File: config.mk
export PLATFORM = sky130hd
export DESIGN_NAME = fpr_dev_flat
export DESIGN_NICKNAME = d
export VERILOG_FILES = /design/src/rtl/fpr_pkg.sv /design/src/rtl/fpr_if.sv /design/src/rtl/fpr_dev.sv /design/src/flat_wrapper.sv
export VERILOG_INCLUDE_DIRS = /design/src /design/src/rtl
export SDC_FILE = /design/constraint.sdc
export NUM_CORES = 1
export LEC_CHECK = 0
export BUFFER_PORTS_ARGS = -buffer_cell sky130_fd_sc_hd__buf_2
export CAP_MARGIN = 20
export CELL_PAD_IN_SITES_DETAIL_PLACEMENT = 1
export CELL_PAD_IN_SITES_GLOBAL_PLACEMENT = 2
export CORE_MARGIN = 3
export CORE_UTILIZATION = 41
export DETAILED_ROUTE_END_ITERATION = 6
export PLACE_DENSITY_LB_ADDON = 0.1
export SYNTH_ARGS = -nofsm -noshare
export SYNTH_HDL_FRONTEND = slang
export SYNTH_SLANG_ARGS = --single-unit
File: constraint.sdc
create_clock -name mclk -period 2.93 [get_ports mclk]
set_input_delay 0.1465 -clock mclk [delete_from_list [all_inputs] [get_ports mclk]]
set_output_delay 0.1465 -clock mclk [all_outputs]
set_load 0.05 [all_outputs]
File: src/rtl/fpr_params.svh
// Constants shared by both ends of the power, reset and terminate command link.
`ifndef FPR_PARAMS_SVH
`define FPR_PARAMS_SVH
`define FPR_CLK_NS        4
`define FPR_OP_ULTRA_LOW_POWER_STATE       8'h79
`define FPR_OP_DPD        8'hB9
`define FPR_OP_RESUME     8'hAB
`define FPR_OP_RST_EN     8'h66
`define FPR_OP_RST        8'h99
`define FPR_OP_TERM       8'hF0
`define FPR_TERM_CONF     8'hD0
`define FPR_ULTRA_LOW_POWER_ENTRY_LATENCY_NS    3000
`define FPR_SOFTWARE_RESET_LATENCY_NS    10000
`define FPR_TERMINATE_LATENCY_NS   10000
`define FPR_T_WAKE_NS     8000
`define FPR_EUDPD_CYC     ((`FPR_ULTRA_LOW_POWER_ENTRY_LATENCY_NS / `FPR_CLK_NS) > 0 ? (`FPR_ULTRA_LOW_POWER_ENTRY_LATENCY_NS / `FPR_CLK_NS) : 1)
`define FPR_SWRST_CYC     ((`FPR_SOFTWARE_RESET_LATENCY_NS / `FPR_CLK_NS) > 0 ? (`FPR_SOFTWARE_RESET_LATENCY_NS / `FPR_CLK_NS) : 1)
`define FPR_SWTERM_CYC    ((`FPR_TERMINATE_LATENCY_NS / `FPR_CLK_NS) > 0 ? (`FPR_TERMINATE_LATENCY_NS / `FPR_CLK_NS) : 1)
`define FPR_WAKE_CYC      ((`FPR_T_WAKE_NS / `FPR_CLK_NS) > 0 ? (`FPR_T_WAKE_NS / `FPR_CLK_NS) : 1)
`define FPR_CNT_W         12
`define FPR_SYNC_RST      3'h4
`define FPR_SCLK_HALF     4'hA
`define FPR_ADDR_CMD      4'h0
`define FPR_ADDR_STAT     4'h4
`define FPR_CMD_B0_LSB    0
`define FPR_CMD_B1_LSB    8
`define FPR_CMD_NBY_LSB   16
`define FPR_CMD_XB_LSB    18
`endif

File: src/rtl/fpr_pkg.sv
// Types shared by both ends of the power, reset and terminate command link.
package fpr_pkg;
  typedef enum logic [2:0] {
    FPR_MD_STBY, FPR_MD_DPD, FPR_MD_ULTRA_LOW_POWER_STATE, FPR_MD_GO_DPD, FPR_MD_GO_ULTRA_LOW_POWER_STATE,
    FPR_MD_WAKE, FPR_MD_RST, FPR_MD_TERM
  } fpr_mode_e;
  typedef enum logic [1:0] {FPR_H_IDLE, FPR_H_RUN, FPR_H_GAP} fpr_hst_e;
endpackage

File: src/rtl/fpr_if.sv
// Serial link between the host controller and the flash command end.
`timescale 1ns/1ns
`default_nettype none
interface fpr_if;
  logic cs_n;
  logic sclk;
  logic si;
  modport dev  (input cs_n, input sclk, input si);
  modport host (output cs_n, output sclk, output si);
endinterface // fpr_if
`default_nettype wire

File: src/rtl/fpr_dev.sv
// Flash end: decodes power-down, resume, software reset and terminate commands.
`timescale 1ns/1ns
`default_nettype none
`include "fpr_params.svh"
module fpr_dev
  import fpr_pkg::*;
(
  // Clock and reset
  input  wire logic mclk,
  input  wire logic rst_n,
  // Serial link
  fpr_if.dev        link,
  // Status from the rest of the flash
  input  wire logic busy_flag,
  input  wire logic power_down_select_bit,
  input  wire logic terminate_enable_bit,
  // State and actions toward the rest of the flash
  output logic      standby,
  output logic      ultra_low_power_state,
  output logic      lighter_power_down_state,
  output logic      cmd_locked,
  output logic      soft_reset,
  output logic      abort_op
);
  // Pins come from the host's domain; two flops before any logic, order {cs_n, sclk, si}.
  logic [2:0]      s1_r;
  logic [2:0]      s2_r;

  fpr_mode_e       mode_r, mode_nxt;
  logic [7:0]      sh_r, sh_nxt;
  logic [7:0]      op_r, op_nxt;
  logic [7:0]      cf_r, cf_nxt;
  logic [2:0]      bits_r, bits_nxt;
  logic [1:0]      nby_r, nby_nxt;
  logic            arm_r, arm_nxt;
  logic [`FPR_CNT_W-1:0] cnt_r, cnt_nxt;
  logic            sclk_d_r, sclk_d_nxt;
  logic            cs_d_r, cs_d_nxt;
  logic            soft_reset_nxt;
  logic            abort_op_nxt;
  logic            cs_n_s;
  logic            sclk_s;
  logic            si_s;
  logic            cs_rise;
  logic            whole;

  assign cs_n_s = s2_r[2];
  assign sclk_s = s2_r[1];
  assign si_s   = s2_r[0];

  always_ff @(posedge mclk or negedge rst_n)
  begin
    if (!rst_n)
    begin
      s1_r <= `FPR_SYNC_RST;
      s2_r <= `FPR_SYNC_RST;
    end
    else
    begin
      s1_r <= {link.cs_n, link.sclk, link.si};
      s2_r <= s1_r;
    end
  end

  always_comb
  begin
    mode_nxt       = mode_r;
    sh_nxt         = sh_r;
    op_nxt         = op_r;
    cf_nxt         = cf_r;
    bits_nxt       = bits_r;
    nby_nxt        = nby_r;
    arm_nxt        = arm_r;
    cnt_nxt        = cnt_r;
    sclk_d_nxt     = sclk_s;
    cs_d_nxt       = cs_n_s;
    soft_reset_nxt = 1'b0;
    abort_op_nxt   = 1'b0;
    cs_rise        = cs_n_s && !cs_d_r;
    // A command counts only when it ends on a byte boundary with at least one byte.
    whole          = (bits_r == 3'h0) && (nby_r != 2'h0);

    // Shift in on each serial clock rise while selected, MSB first.
    if (!cs_n_s && sclk_s && !sclk_d_r)
    begin
      sh_nxt   = {sh_r[6:0], si_s};
      bits_nxt = bits_r + 3'h1;
      if (bits_r == 3'h7)
      begin
        if (nby_r == 2'h0)
          op_nxt = sh_nxt;
        else if (nby_r == 2'h1)
          cf_nxt = sh_nxt;
        // Later bytes are neither counted nor decoded; the byte count holds at two.
        if (nby_r != 2'h2)
          nby_nxt = nby_r + 2'h1;
      end
    end
    else if (cs_n_s)
    begin
      bits_nxt = 3'h0;
      nby_nxt  = 2'h0;
    end

    // Timed states count down and then settle.
    if (cnt_r != '0)
      cnt_nxt = cnt_r - `FPR_CNT_W'(1);
    else
    begin
      case (mode_r)
        FPR_MD_GO_ULTRA_LOW_POWER_STATE: mode_nxt = FPR_MD_ULTRA_LOW_POWER_STATE;
        FPR_MD_GO_DPD:  mode_nxt = FPR_MD_DPD;
        FPR_MD_WAKE,
        FPR_MD_RST,
        FPR_MD_TERM:    mode_nxt = FPR_MD_STBY;
        default:        mode_nxt = mode_r;
      endcase
    end

    // Decoding happens only on deselect; the timed states refuse everything.
    if (cs_rise && whole)
    begin
      if (op_r != `FPR_OP_RST)
        arm_nxt = (op_r == `FPR_OP_RST_EN) && (mode_r == FPR_MD_STBY || mode_r == FPR_MD_DPD);
      case (mode_r)
        FPR_MD_STBY:
        begin
          if (op_r == `FPR_OP_ULTRA_LOW_POWER_STATE && !busy_flag)
          begin
            mode_nxt = FPR_MD_GO_ULTRA_LOW_POWER_STATE;
            cnt_nxt  = `FPR_CNT_W'(`FPR_EUDPD_CYC);
          end
          else if (op_r == `FPR_OP_DPD && !busy_flag)
          begin
            mode_nxt = power_down_select_bit ? FPR_MD_GO_DPD : FPR_MD_GO_ULTRA_LOW_POWER_STATE;
            cnt_nxt  = `FPR_CNT_W'(`FPR_EUDPD_CYC);
          end
          // The write enable latch is deliberately not consulted here.
          else if (op_r == `FPR_OP_TERM && nby_r == 2'h2 && cf_r == `FPR_TERM_CONF
                   && terminate_enable_bit)
          begin
            // Only the engine is aborted; configuration survives, page data may not.
            mode_nxt     = FPR_MD_TERM;
            cnt_nxt      = `FPR_CNT_W'(`FPR_SWTERM_CYC);
            abort_op_nxt = 1'b1;
          end
          else if (op_r == `FPR_OP_RST && arm_r)
          begin
            mode_nxt       = FPR_MD_RST;
            cnt_nxt        = `FPR_CNT_W'(`FPR_SWRST_CYC);
            soft_reset_nxt = 1'b1;
            abort_op_nxt   = 1'b1;
            arm_nxt        = 1'b0;
          end
          else if (op_r == `FPR_OP_RST)
            arm_nxt = 1'b0;
        end
        FPR_MD_DPD:
        begin
          if (op_r == `FPR_OP_RESUME)
          begin
            mode_nxt = FPR_MD_WAKE;
            cnt_nxt  = `FPR_CNT_W'(`FPR_WAKE_CYC);
          end
          else if (op_r == `FPR_OP_RST && arm_r)
          begin
            mode_nxt       = FPR_MD_RST;
            cnt_nxt        = `FPR_CNT_W'(`FPR_SWRST_CYC);
            soft_reset_nxt = 1'b1;
            abort_op_nxt   = 1'b1;
            arm_nxt        = 1'b0;
          end
          else if (op_r == `FPR_OP_RST)
            arm_nxt = 1'b0;
        end
        FPR_MD_ULTRA_LOW_POWER_STATE:
        begin
          arm_nxt = 1'b0;
          if (op_r == `FPR_OP_RESUME)
          begin
            mode_nxt = FPR_MD_WAKE;
            cnt_nxt  = `FPR_CNT_W'(`FPR_WAKE_CYC);
          end
        end
        default:
          arm_nxt = arm_r;
      endcase
    end
  end

  always_ff @(posedge mclk or negedge rst_n)
  begin
    if (!rst_n)
    begin
      mode_r                   <= FPR_MD_STBY;
      sh_r                     <= 8'h00;
      op_r                     <= 8'h00;
      cf_r                     <= 8'h00;
      bits_r                   <= 3'h0;
      nby_r                    <= 2'h0;
      arm_r                    <= 1'b0;
      cnt_r                    <= '0;
      sclk_d_r                 <= 1'b0;
      cs_d_r                   <= 1'b1;
      standby                  <= 1'b1;
      ultra_low_power_state    <= 1'b0;
      lighter_power_down_state <= 1'b0;
      cmd_locked               <= 1'b0;
      soft_reset               <= 1'b0;
      abort_op                 <= 1'b0;
    end
    else
    begin
      mode_r                   <= mode_nxt;
      sh_r                     <= sh_nxt;
      op_r                     <= op_nxt;
      cf_r                     <= cf_nxt;
      bits_r                   <= bits_nxt;
      nby_r                    <= nby_nxt;
      arm_r                    <= arm_nxt;
      cnt_r                    <= cnt_nxt;
      sclk_d_r                 <= sclk_d_nxt;
      cs_d_r                   <= cs_d_nxt;
      standby                  <= (mode_nxt == FPR_MD_STBY);
      ultra_low_power_state    <= (mode_nxt == FPR_MD_ULTRA_LOW_POWER_STATE);
      lighter_power_down_state <= (mode_nxt == FPR_MD_DPD);
      cmd_locked               <= (mode_nxt == FPR_MD_RST) || (mode_nxt == FPR_MD_TERM);
      soft_reset               <= soft_reset_nxt;
      abort_op                 <= abort_op_nxt;
    end
  end
endmodule // fpr_dev
`default_nettype wire

File: src/flat_wrapper.sv
// flat-port wrapper written by rule: the top's interface ports become plain ports
module fpr_dev_flat import fpr_pkg::*;
  (mclk, rst_n, busy_flag, power_down_select_bit, terminate_enable_bit, standby, ultra_low_power_state, lighter_power_down_state, cmd_locked, soft_reset, abort_op, link_cs_n, link_sclk, link_si);
  fpr_if link_i ();
  input  wire logic mclk;
  input  wire logic rst_n;
  input  wire logic busy_flag;
  input  wire logic power_down_select_bit;
  input  wire logic terminate_enable_bit;
  output logic standby;
  output logic ultra_low_power_state;
  output logic lighter_power_down_state;
  output logic cmd_locked;
  output logic soft_reset;
  output logic abort_op;
  input wire logic [$bits(link_i.cs_n)-1:0] link_cs_n;
  input wire logic [$bits(link_i.sclk)-1:0] link_sclk;
  input wire logic [$bits(link_i.si)-1:0] link_si;
  assign link_i.cs_n = link_cs_n;
  assign link_i.sclk = link_sclk;
  assign link_i.si = link_si;
  fpr_dev u_core (.mclk(mclk), .rst_n(rst_n), .link(link_i), .busy_flag(busy_flag), .power_down_select_bit(power_down_select_bit), .terminate_enable_bit(terminate_enable_bit), .standby(standby), .ultra_low_power_state(ultra_low_power_state), .lighter_power_down_state(lighter_power_down_state), .cmd_locked(cmd_locked), .soft_reset(soft_reset), .abort_op(abort_op));
endmodule
==> metrics.md, run 1 <==
| Metric | Value |
|---|---|
| Later-pin clock latency in the skew report | 0.34 ns |
| Fillers | 743 |
| Int Pwr | 1.39 mW |
| Number of iterations in the first detailed-routing pass | 4 |
| Part of the power in combinational logic | 4.4% |
| Status | finished, final reports clean |
| Detailed-route wire length | 6670 um |
| Die span in x | 90.9 um |
| Clk pwr share | 45.6% |
| Iteration-0 DRC Markers | 69 |
| Number of distinct standard cells referenced by the synthesized netlist | 60 |
| Number of buffers inserted during clock tree synthesis | 9 |
| Routability Congestion | 0.807 |
| Seq/Total Area, Yosys | 49.3% |
| Cell Area, Synth | 2960 sq um |
| Synth-to-Final Area Change | 16.1% |
| Static Leak | 1.47 nW |
| Post-detailed-route DRC marker count | 0 |
| Maximum vdd ir drop | 0.360 mV |
| Post-layout nets | 305 |
| Clk root buf | sky130_fd_sc_hd__clkbuf_8 |
| Estimated wirelength of the detail-placed design | 4890 um |
| Average routed wire per standard cell | 17.1 um |
| Synth Instances | 261 |
| Required time at the worst-slack endpoint | 3.18 ns |
| Flip-flop and latch count after synthesis | 58 |
| Setup Crit Path Kind | flop to flop |
| Number of global-route vias before repair | 2245 |
| Mean cell area of the mapped netlist | 11.3 sq um |
| Row count | 30 |
| Setup Skew | 0.0114 ns |
| Fraction of registers with async set or reset after synthesis | 100% |
| Ranking of synthesized cells by area | sky130_fd_sc_hd__dfrtp_1, sky130_fd_sc_hd__mux2_2, sky130_fd_sc_hd__dfstp_2 |
| Total gr overflow | 0 |
| Power spent charging and discharging nets | 0.391 mW |
| List of most frequent post-synthesis cells | sky130_fd_sc_hd__dfrtp_1, sky130_fd_sc_hd__mux2_2, sky130_fd_sc_hd__nor2_1 |
| Total power per unit cell area | 520 nW/um^2 |
| Area of all sequential standard cells | 1460 sq um |
| Final TNS setup | 0 ns |
| Overall Global Routing Usage | 17.6% |
| Endpoints failing setup | 0 |
| Via count of the routed design | 2095 |
| Actual slew at the worst max-slew pin | 0.553 ns |
| XOR/XNOR share of the synthesized area | 2.37% |
| Dominant combinational cell family by area after synthesis | simple AND/OR/NAND/NOR gates |
| Cell type with the highest aggregate area in the netlist | sky130_fd_sc_hd__dfrtp_1 |
| Number of top-level design ports | 14 |
| RSZ-0062 raised after global routing | false |
| Clock net sink count | 58 |
| Antenna violation net count after detailed routing | 0 |
| Die height | 90.9 um |
| Setup WS post-layout | 0.496 ns |
| Total count of hold-check failures in the final report | 0 |
| End-of-flow core utilization | 49.7% |
| Ratio of final minimum period to clock period | 83.1% |
| Area enclosed by the die boundary | 8270 sq um |
| Share of synthesized area spent on multiplexers | 10.5% |
| Antenna fix cells | 0 |
| Initial cell density of the core | 42.8% |
| Dominant synthesized flop cell | sky130_fd_sc_hd__dfrtp_1 |
| Startpoint type of the worst setup path | flop |
| Number of instances resized during post-cts repair | 0 |
| Slew Viols, Final | 0 |
| Core Box Area | 6910 sq um |
| Hold WC Path Type | primary input to asynchronous set/reset pin |
| Peak clock frequency supported by timing | 411 MHz |
| Post-synth EDFFs | 0 |
| Area occupied by multi-input gates | 1430 sq um |
| Maximum buffer depth of the clock tree | 2 |
| Count of input and output buffers | 13 |
| # hold bufs at CTS | 3 |
| MaxCap Viol Count | 0 |
| Most frequently used cell type in the post-synthesis netlist | sky130_fd_sc_hd__dfrtp_1 |
| Deepest level of the CTS H-tree | 3 |
| Antenna violations before repair | 0 |
| Shortest clock period the worst path allows after layout | 2.43 ns |
| Worst-path clk slew | 0.07 ns |
| CTS tree | built |
| Area fraction of the dominant cell type after synthesis | 45.7% |
| Worst setup EP type | flop |
| Pin count of the biggest net entering global routing | 48 |
| Wire length of the first global-routing pass | 11400 um |
| Number of warnings printed during yosys synthesis | 0 |
| Sequential group share of total power | 50.0% |
| Top fanout value on the critical path | 7 |
| Via density | 5.37 |
| Complex-gate fraction of the synthesized area | 11.5% |
| Layout cells sized above 1 | 25.5% |
| Arrival time of the worst setup path | 2.68 ns |
| Post-placement worst setup slack | 0.494 ns |
| Buffer count from post-CTS setup fixing | 0 |
| Post-Syn Nets | 277 |
| Post-synthesis simple-gate area fraction | 20.7% |
| Fraction of the mapped netlist area in adder cells | 3.39% |
| Slew margin rel. | 62.2% |
| Net switching share of the total power | 21.9% |
| Power Total | 1.79 mW |
critical path: stages, from the launching register on:
cell and delay [ns]:
sky130_fd_sc_hd__dfrtp_1 0.41, sky130_fd_sc_hd__inv_1 0.10, sky130_fd_sc_hd__ha_1 0.19, sky130_fd_sc_hd__or4b_4 0.48
sky130_fd_sc_hd__nor4_4 0.48, sky130_fd_sc_hd__o311ai_2 0.19, sky130_fd_sc_hd__a31oi_4 0.25, sky130_fd_sc_hd__nor4b_4 0.23
power groups by stage:
| stage | clock [mW] | sequential [mW] | combinational, mW |
|---|---|---|---|
| finish | 0.814 | 0.893 | 0.0788 |
| global route | 0.881 | 0.903 | 0.0902 |
| CTS | 0.835 | 0.895 | 0.0772 |
| detailed placement | 0 | 0.909 | 0.0743 |
| global placement | 0 | 0.907 | 0.0717 |
| floorplan | 0 | 0.889 | 0.0491 |
per-layer routing:
layer	up-vias	routed length [um]	GRT usage (%)
met5	-	0	0
met4	0	89	5.90
met3	8	187	4.83
met2	24	3290	28.3
met1	1049	3100	22.7
li1	1014	-	-
final timing paths:
check                                       startpoint                                endpoint  slack [ns]  cells past startpoint
min reg2reg                   u_core.s1_r[0]$_DFF_PN0_                u_core.s2_r[0]$_DFF_PN0_        0.35                      0
min                                              rst_n              u_core.mode_r[2]$_DFF_PN0_        0.27                      2
max                        u_core.nby_r[0]$_DFFE_PN0P_  u_core.ultra_low_power_state$_DFF_PN0_        0.50                      7
max in group asynchronous                        rst_n                 u_core.cs_d_r$_DFF_PN1_        2.10                      3
min in group mclk             u_core.s1_r[0]$_DFF_PN0_                u_core.s2_r[0]$_DFF_PN0_        0.35                      0
max reg2reg                u_core.nby_r[0]$_DFFE_PN0P_  u_core.ultra_low_power_state$_DFF_PN0_        0.50                      7
state kept, by name (all words and copies together) (netlist names), 2 cells and up:
signal,flops
u_core.cnt_r,12
u_core.cf_r,8
u_core.op_r,8
u_core.sh_r,7
u_core.bits_r,3
u_core.mode_r,3
u_core.s1_r,3
u_core.s2_r,3
u_core.nby_r,2
metrics by stage:
stage	cells	hold slack (ns)	cell area, sq um
2_1_floorplan	261	-0.149	2960
3_3_place_gp	369	0.252	3150
3_5_place_dp	369	0.256	3150
4_1_cts	388	0.0122	3400
5_1_grt	390	0.295	3430
6_report	390	0.273	3430
layout by cell type (no fill, tap or decap), types with 3 or more instances in the layout:
| master | instances |
|---|---|
| sky130_fd_sc_hd__nand2_1 | 12 |
| sky130_fd_sc_hd__dfstp_2 | 4 |
| sky130_fd_sc_hd__nand3_1 | 15 |
| sky130_fd_sc_hd__and3_1 | 5 |
| sky130_fd_sc_hd__mux2i_1 | 4 |
| sky130_fd_sc_hd__dfrtp_1 | 54 |
| sky130_fd_sc_hd__buf_4 | 5 |
| sky130_fd_sc_hd__xnor2_1 | 5 |
| sky130_fd_sc_hd__buf_2 | 13 |
| sky130_fd_sc_hd__xor2_1 | 3 |
| sky130_fd_sc_hd__nor2_1 | 21 |
| sky130_fd_sc_hd__nor4_1 | 3 |
| sky130_fd_sc_hd__dlygate4sd3_1 | 4 |
| sky130_fd_sc_hd__o21ai_0 | 8 |
| sky130_fd_sc_hd__mux2_2 | 24 |
| sky130_fd_sc_hd__nand4b_1 | 3 |
| sky130_fd_sc_hd__nor3_1 | 8 |
| sky130_fd_sc_hd__inv_1 | 11 |
| sky130_fd_sc_hd__clkbuf_8 | 10 |
| sky130_fd_sc_hd__a21o_1 | 3 |
| sky130_fd_sc_hd__ha_1 | 8 |
| sky130_fd_sc_hd__and2_1 | 4 |
| sky130_fd_sc_hd__nand2b_1 | 6 |
| sky130_fd_sc_hd__a21oi_1 | 10 |
cell type report:
| class | instances | area share, % |
|---|---|---|
| Timing Repair Buffer | 23 | 4.74 |
| Clock inverter | 5 | 2.26 |
| Multi-Input combinational cell | 186 | 41.7 |
| Inverter | 11 | 1.20 |
| Tap cell | 96 | 3.50 |
| Clock buffer | 11 | 4.12 |
| Sequential cell | 58 | 42.4 |
kinds of logic (layout without fill, tap and decap cells):
logic type / Yosys count / after routing
xor+xnor: 8 / 8
flops: 58 / 58
compound gates: 44 / 44
mux: 28 / 28
buf+inv: 17 / 50
fa+ha+maj: 8 / 8
simple gates: 98 / 98
Power figures use the tool's default switching activity.
==> run 2, diff against run 1 <==
--- a/config.mk
+++ b/config.mk
@@ -11,7 +11,7 @@
 export CELL_PAD_IN_SITES_DETAIL_PLACEMENT = 1
 export CELL_PAD_IN_SITES_GLOBAL_PLACEMENT = 2
 export CORE_MARGIN = 3
-export CORE_UTILIZATION = 41
+export CORE_UTILIZATION = 37
 export DETAILED_ROUTE_END_ITERATION = 6
 export PLACE_DENSITY_LB_ADDON = 0.1
 export SYNTH_ARGS = -nofsm -noshare
==> constraint.sdc (replaced) <==
create_clock -name mclk -period 2 [get_ports mclk]
set_input_delay 0.1 -clock mclk [delete_from_list [all_inputs] [get_ports mclk]]
set_output_delay 0.1 -clock mclk [all_outputs]
set_load 0.05 [all_outputs]
==> run 2 against run 1 <==
Against the previous run: cell count increased by 12%; largest cell class is now multi-input gates; design area increased by 17%; clock power increased by 57%; critical endpoint is now u_core.cnt_r[9]$_DFF_PN0_; combinational power increased by 66%; the flow now finishes with violations (setup timing).
==> metrics.md, run 2 (synthesis gave the netlist of run 1 again) <==
| Metric | Value |
|---|---|
| Number of buffers inserted during clock tree synthesis | 9 |
| Wire length of the first global-routing pass | 12300 um |
| Register name with the most flops | u_core.cnt_r |
| Worst Reg2Reg Path Length in Cells | 9 |
| Die height | 95.4 um |
| Maximum vdd ir drop | 0.679 mV |
| Total count of hold-check failures in the final report | 0 |
| Iteration-0 DRC Markers | 66 |
| Setup Skew | 0.0121 ns |
| Flip-flop count of the largest register after layout | 12 |
| Endpoints failing setup | 12 |
| Layout cells sized above 1 | 43.7% |
| Number of top-level design ports | 14 |
| Count of input and output buffers | 13 |
| Commonest non-fill, non-tap cell in the layout | sky130_fd_sc_hd__dfrtp_1 |
| Die span in x | 95.4 um |
| Clk root buf | sky130_fd_sc_hd__clkbuf_8 |
| Pin count of the biggest net entering global routing | 33 |
| Via density | 5.23 |
| CTS tree | built |
| End-of-flow core utilization | 53.6% |
| Antenna violations before repair | 0 |
| Most used cells in the layout excluding fill and tap cells | sky130_fd_sc_hd__dfrtp_1, sky130_fd_sc_hd__buf_4, sky130_fd_sc_hd__mux2_2 |
| Average routed wire per standard cell | 17.4 um |
| Synth-to-Final Area Change | 35.8% |
| End of the critical path | u_core.cnt_r[9]$_DFF_PN0_ |
| Clock net sink count | 58 |
| Worst setup slack for register-to-register paths | -0.11 ns |
| Detailed-route wire length | 7640 um |
| Shortest clock period the worst path allows after layout | 2.11 ns |
| Deepest level of the CTS H-tree | 3 |
| RSZ-0062 raised after global routing | true |
| Routability Congestion | 0.822 |
| Required time at the worst-slack endpoint | 2.19 ns |
| Initial cell density of the core | 39.5% |
| Later-pin clock latency in the skew report | 0.34 ns |
| DP Area | 3440 sq um |
| Actual slew at the worst max-slew pin | 0.799 ns |
| Reg2reg start | u_core.nby_r[1]$_DFFE_PN0P_ |
| Maximum buffer depth of the clock tree | 2 |
| Estimated wirelength of the detail-placed design | 5340 um |
| Antenna fix cells | 0 |
| Startpoint type of the worst setup path | flop |
| Total gr overflow | 0 |
| Post-detailed-route DRC marker count | 0 |
| Violated checks | setup timing |
| Crit path from | u_core.nby_r[1]$_DFFE_PN0P_ |
| Core Box Area | 7490 sq um |
| Slew Viols, Final | 0 |
| Overall Global Routing Usage | 18.1% |
| Total power per unit cell area | 679 nW/um^2 |
| Setup Crit Path Kind | flop to flop |
| Hold WC Path Type | flop to flop |
| Ratio of final minimum period to clock period | 106% |
| Post-layout nets | 351 |
| Via count of the routed design | 2290 |
| Peak clock frequency supported by timing | 473 MHz |
| Worst flop-to-flop path endpoint | u_core.cnt_r[9]$_DFF_PN0_ |
| Arrival time of the worst setup path | 2.30 ns |
| MaxCap Viol Count | 0 |
| Antenna violation net count after detailed routing | 0 |
| Worst-path clk slew | 0.07 ns |
| Largest registers in the final layout | u_core.cnt_r x12, u_core.cf_r x8, u_core.op_r x8 |
| Top fanout value on the critical path | 7 |
| Number of iterations in the first detailed-routing pass | 4 |
| Slew margin rel. | 46.7% |
| Final instance area | 4010 sq um |
| Area enclosed by the die boundary | 9100 sq um |
| Static Leak | 1.74 nW |
| Setup WS post-layout | -0.113 ns |
| Row count | 31 |
| Number of global-route vias before repair | 2400 |
| Status | finished with violations |
| Worst setup EP type | flop |
## run 2: changes by cell type in the layout (fill, tap and decap cells not counted), moves of 3 or more
| cell | before | now |
|---|---|---|
| sky130_fd_sc_hd__buf_4 | 5 | 48 |
| sky130_fd_sc_hd__o21ai_0 | 8 | 2 |
| sky130_fd_sc_hd__ha_1 | 8 | 4 |
| sky130_fd_sc_hd__and3_1 | 5 | 2 |
| sky130_fd_sc_hd__ha_2 | 0 | 3 |
| sky130_fd_sc_hd__nor4_1 | 3 | 0 |
| sky130_fd_sc_hd__o21ai_1 | 0 | 3 |
| sky130_fd_sc_hd__o21ai_2 | 0 | 3 |
## run 2: worst min-delay path by stage
stage | endpoint | start | cells past startpoint
3_3_place_gp | u_core.s1_r[2]$_DFF_PN1_ | link_cs_n | 1
3_5_place_dp | u_core.s1_r[2]$_DFF_PN1_ | link_cs_n | 1
6_report | u_core.s2_r[1]$_DFF_PN0_ | u_core.s1_r[1]$_DFF_PN0_ | 0
2_1_floorplan | u_core.abort_op$_DFF_PN0_ | rst_n | 0
5_1_grt | u_core.s2_r[2]$_DFF_PN1_ | u_core.s1_r[2]$_DFF_PN1_ | 0
4_1_cts | u_core.s2_r[2]$_DFF_PN1_ | u_core.s1_r[2]$_DFF_PN1_ | 0
## run 2: what timing repair did
item	in CTS	in global routing
pin swaps	9	15
endpoints found under the setup margin	12	20
cloned	0	0
hold endpoints to repair	29	0
hold buffers	4	0
gates resized for setup	22	28
buffers inserted	2	11
## run 2: area by class of cell
type | count | area [sq um]
fillers | 796 | 3470
well taps | 99 | 124
flip-flops and latches | 58 | 1460
repair buffers | 69 | 528
multi-input cells | 186 | 1630
inverters | 11 | 41.3
clock inverters | 5 | 104
clock buffers | 10 | 128
## run 2: worst max-delay path, stage by stage, from the launching register on
cell and delay, ns:
sky130_fd_sc_hd__dfrtp_1 0.39, sky130_fd_sc_hd__buf_4 0.14, sky130_fd_sc_hd__ha_4 0.11, sky130_fd_sc_hd__or4b_4 0.46, sky130_fd_sc_hd__nor4_4 0.20, sky130_fd_sc_hd__buf_12 0.16, sky130_fd_sc_hd__buf_4 0.13, sky130_fd_sc_hd__a31oi_4 0.09
sky130_fd_sc_hd__nor2b_4 0.16, sky130_fd_sc_hd__o311ai_1 0.11
## run 2: stage by stage
stage | TNS, ns | std cells | hold WS [ns] | setup slack, ns | power (mW)
after CTS | -0.332 | 427 | 0.358 | -0.0984 | 2.77
after floorplan | -0.000947 | 261 | -0.196 | -0.000947 | 1.37
after global routing | -1.86 | 438 | 0.362 | -0.186 | 2.85
final | -0.654 | 438 | 0.356 | -0.113 | 2.73
after detailed placement | -0.755 | 406 | 0.208 | -0.135 | 1.46
after global placement | -0.199 | 406 | 0.204 | -0.0552 | 1.45
## run 2: metal layers
layer,up-vias,track usage [%],part of all wire [%]
met1,1139,23.3,47
li1,1115,-,-
met2,29,30.0,49
met5,-,0,0
met4,0,4.98,1.2
met3,7,4.89,2.7
## run 2: where the power goes
part | switching, mW | total [mW] | internal, mW
Sequential | 0.0665 | 1.31 | 1.24
Clock | 0.464 | 1.28 | 0.821
Combinational | 0.0554 | 0.131 | 0.0752
==> run 3, diff against run 2 <==
--- a/config.mk
+++ b/config.mk
@@ -6,7 +6,7 @@
 export SDC_FILE = /design/constraint.sdc
 export NUM_CORES = 1
 export LEC_CHECK = 0
-export BUFFER_PORTS_ARGS = -buffer_cell sky130_fd_sc_hd__buf_2
+export BUFFER_PORTS_ARGS = -buffer_cell sky130_fd_sc_hd__clkbuf_2
 export CAP_MARGIN = 20
 export CELL_PAD_IN_SITES_DETAIL_PLACEMENT = 1
 export CELL_PAD_IN_SITES_GLOBAL_PLACEMENT = 2
==> run 3 against run 2 <==
Against the previous run: highest routed layer unchanged; global-route usage about the same; clock power decreased by 16%; combinational power about the same; utilization decreased by 2.4 points; cell count decreased by 2.3%; largest power group unchanged; worst hold slack got worse by 0.052 ns; critical path type unchanged; fmax increased by 3.9%; design area decreased by 4.6%; non-clock buffer count decreased by 11; total power decreased by 7.7%; critical endpoint is now u_core.lighter_power_down_state$_DFF_PN0_; flip-flop and latch count unchanged; the flow still finishes with violations (setup timing).
==> metrics.md, run 3 (synthesis gave the netlist of run 1 again) <==
| Metric | Value |
|---|---|
| Total power per unit cell area | 657 nW/um^2 |
| Post-layout nets | 340 |
| Count of input and output buffers | 13 |
| Violated checks | setup timing |
| Post-detailed-route DRC marker count | 0 |
| Maximum buffer depth of the clock tree | 2 |
| Sequential group share of total power | 52.1% |
| Status | finished with violations |
| Setup Skew | 0.00741 ns |
| Setup Crit Path Kind | flop to flop |
| Area enclosed by the die boundary | 9100 sq um |
| Total gr overflow | 0 |
| Synth-to-Final Area Change | 29.6% |
| End-of-flow core utilization | 51.2% |
| Clock net sink count | 58 |
| Via count of the routed design | 2244 |
| Flip-flop count of the largest register after layout | 12 |
| Part of the power in combinational logic | 5.1% |
| Most used cells in the layout excluding fill and tap cells | sky130_fd_sc_hd__dfrtp_1, sky130_fd_sc_hd__buf_4, sky130_fd_sc_hd__mux2_2 |
| Number of buffers inserted during clock tree synthesis | 9 |
| Static Leak | 1.65 nW |
| Power spent charging and discharging nets | 0.627 mW |
| Int Pwr | 1.89 mW |
| Power Total | 2.52 mW |
| Top fanout value on the critical path | 5 |
| Endpoints failing setup | 4 |
| MaxCap Viol Count | 0 |
| Actual slew at the worst max-slew pin | 0.470 ns |
| Core Box Area | 7490 sq um |
| Slew Viols, Final | 0 |
| Total count of hold-check failures in the final report | 0 |
| Total instance count after detailed placement | 404 |
| Antenna fix cells | 0 |
| Overall Global Routing Usage | 18.1% |
| Setup WS post-layout | -0.0340 ns |
| Average routed wire per standard cell | 17.2 um |
| Arrival time of the worst setup path | 2.29 ns |
| Worst-path clk slew | 0.07 ns |
| Hold WC Path Type | primary input to asynchronous set/reset pin |
| Final TNS setup | -0.0718 ns |
| Worst setup EP type | flop |
| Number of top-level design ports | 14 |
| Slew margin rel. | 68.6% |
| Final Non-Filler Cells | 428 |
| Wire length of the first global-routing pass | 12300 um |
| Commonest non-fill, non-tap cell in the layout | sky130_fd_sc_hd__dfrtp_1 |
| Fillers | 789 |
| Maximum vdd ir drop | 0.539 mV |
| Ratio of final minimum period to clock period | 102% |
| Row count | 31 |
| Via density | 5.24 |
| Die span in x | 95.4 um |
| Pin count of the biggest net entering global routing | 59 |
| CTS tree | built |
| Post-placement worst setup slack | -0.119 ns |
| Antenna violations before repair | 0 |
| Die height | 95.4 um |
| Largest registers in the final layout | u_core.cnt_r x12, u_core.cf_r x8, u_core.op_r x8 |
| Antenna violation net count after detailed routing | 0 |
| Iteration-0 DRC Markers | 36 |
| DP Area | 3420 sq um |
| Clk root buf | sky130_fd_sc_hd__clkbuf_8 |
| Estimated wirelength of the detail-placed design | 5290 um |
| Clk pwr share | 42.8% |
| Net switching share of the total power | 24.9% |
| Number of iterations in the first detailed-routing pass | 4 |
| Startpoint type of the worst setup path | flop |
| Final instance area | 3830 sq um |
| Register name with the most flops | u_core.cnt_r |
| Number of global-route vias before repair | 2398 |
| RSZ-0062 raised after global routing | true |
| Final hold slack | 0.303 ns |
| Shortest clock period the worst path allows after layout | 2.03 ns |
| Later-pin clock latency in the skew report | 0.34 ns |
| Peak clock frequency supported by timing | 492 MHz |
| Detailed-route wire length | 7350 um |
| Layout cells sized above 1 | 40.7% |
| Initial cell density of the core | 39.5% |
| Deepest level of the CTS H-tree | 3 |
| Routability Congestion | 0.812 |
| Required time at the worst-slack endpoint | 2.26 ns |
## run 3: cell types whose count changed in the layout (fill, tap and decap cells not counted), moves of 2 or more
cell / before / now
sky130_fd_sc_hd__buf_2: 13 / 0
sky130_fd_sc_hd__ha_1: 4 / 6
sky130_fd_sc_hd__bufinv_16: 3 / 1
sky130_fd_sc_hd__ha_2: 3 / 1
sky130_fd_sc_hd__clkinv_2: 1 / 3
sky130_fd_sc_hd__buf_4: 48 / 38
sky130_fd_sc_hd__clkbuf_2: 0 / 13
## run 3: metal layers
metal / track usage [%] / up-vias / share of wire (%)
li1: - / 1087 / -
met1: 23.5 / 1116 / 47
met2: 29.4 / 29 / 49
met3: 4.34 / 12 / 2.5
met4: 6.28 / 0 / 1.7
met5: 0 / - / 0
## run 3: path summary, 6_finish.rpt
kind,start,end,slack (ns),depth (start not counted)
max,u_core.op_r[6]$_DFFE_PN0P_,u_core.lighter_power_down_state$_DFF_PN0_,-0.03,6
min,rst_n,u_core.cnt_r[1]$_DFF_PN0_,0.30,3
max reg2reg,u_core.op_r[6]$_DFFE_PN0P_,u_core.lighter_power_down_state$_DFF_PN0_,-0.03,6
min reg2reg,u_core.s1_r[1]$_DFF_PN0_,u_core.s2_r[1]$_DFF_PN0_,0.36,0
max in group asynchronous,rst_n,u_core.s2_r[2]$_DFF_PN1_,1.39,3
min in group mclk,u_core.s1_r[1]$_DFF_PN0_,u_core.s2_r[1]$_DFF_PN0_,0.36,0
## run 3: final cells by class
class | instances | area [sq um] | area share, %
multi-input combinational | 186 | 1570 | 41.1
sequential | 58 | 1460 | 38.0
timing repair buffer | 58 | 442 | 11.5
clock buffer | 9 | 124 | 3.23
tap | 99 | 124 | 3.23
clock inverter | 7 | 70.1 | 1.83
inverter | 11 | 41.3 | 1.08
## run 3: power groups by stage
stage	logic, mW	registers (mW)	clock network [mW]
after floorplan	0.0720	1.30	0
after global placement	0.119	1.33	0
after detailed placement	0.125	1.34	0
after CTS	0.132	1.31	1.11
after global routing	0.142	1.33	1.17
final	0.128	1.31	1.08
## run 3: what timing repair did
item | CTS | global route
endpoints found under the hold margin | 57 | 0
buffers inserted | 3 | 1
resized for setup | 23 | 18
pin swaps | 18 | 11
hold buffers | 4 | 0
setup endpoints to repair | 14 | 20
cloned | 0 | 0
## run 3: critical path, cell delays in order, from the launching register on
cell	delay [ns]
sky130_fd_sc_hd__dfrtp_1	0.42
sky130_fd_sc_hd__or3b_1	0.43
sky130_fd_sc_hd__a211o_1	0.37
sky130_fd_sc_hd__a221oi_4	0.33
sky130_fd_sc_hd__a31oi_4	0.07
sky130_fd_sc_hd__buf_6	0.14
sky130_fd_sc_hd__a211oi_2	0.17
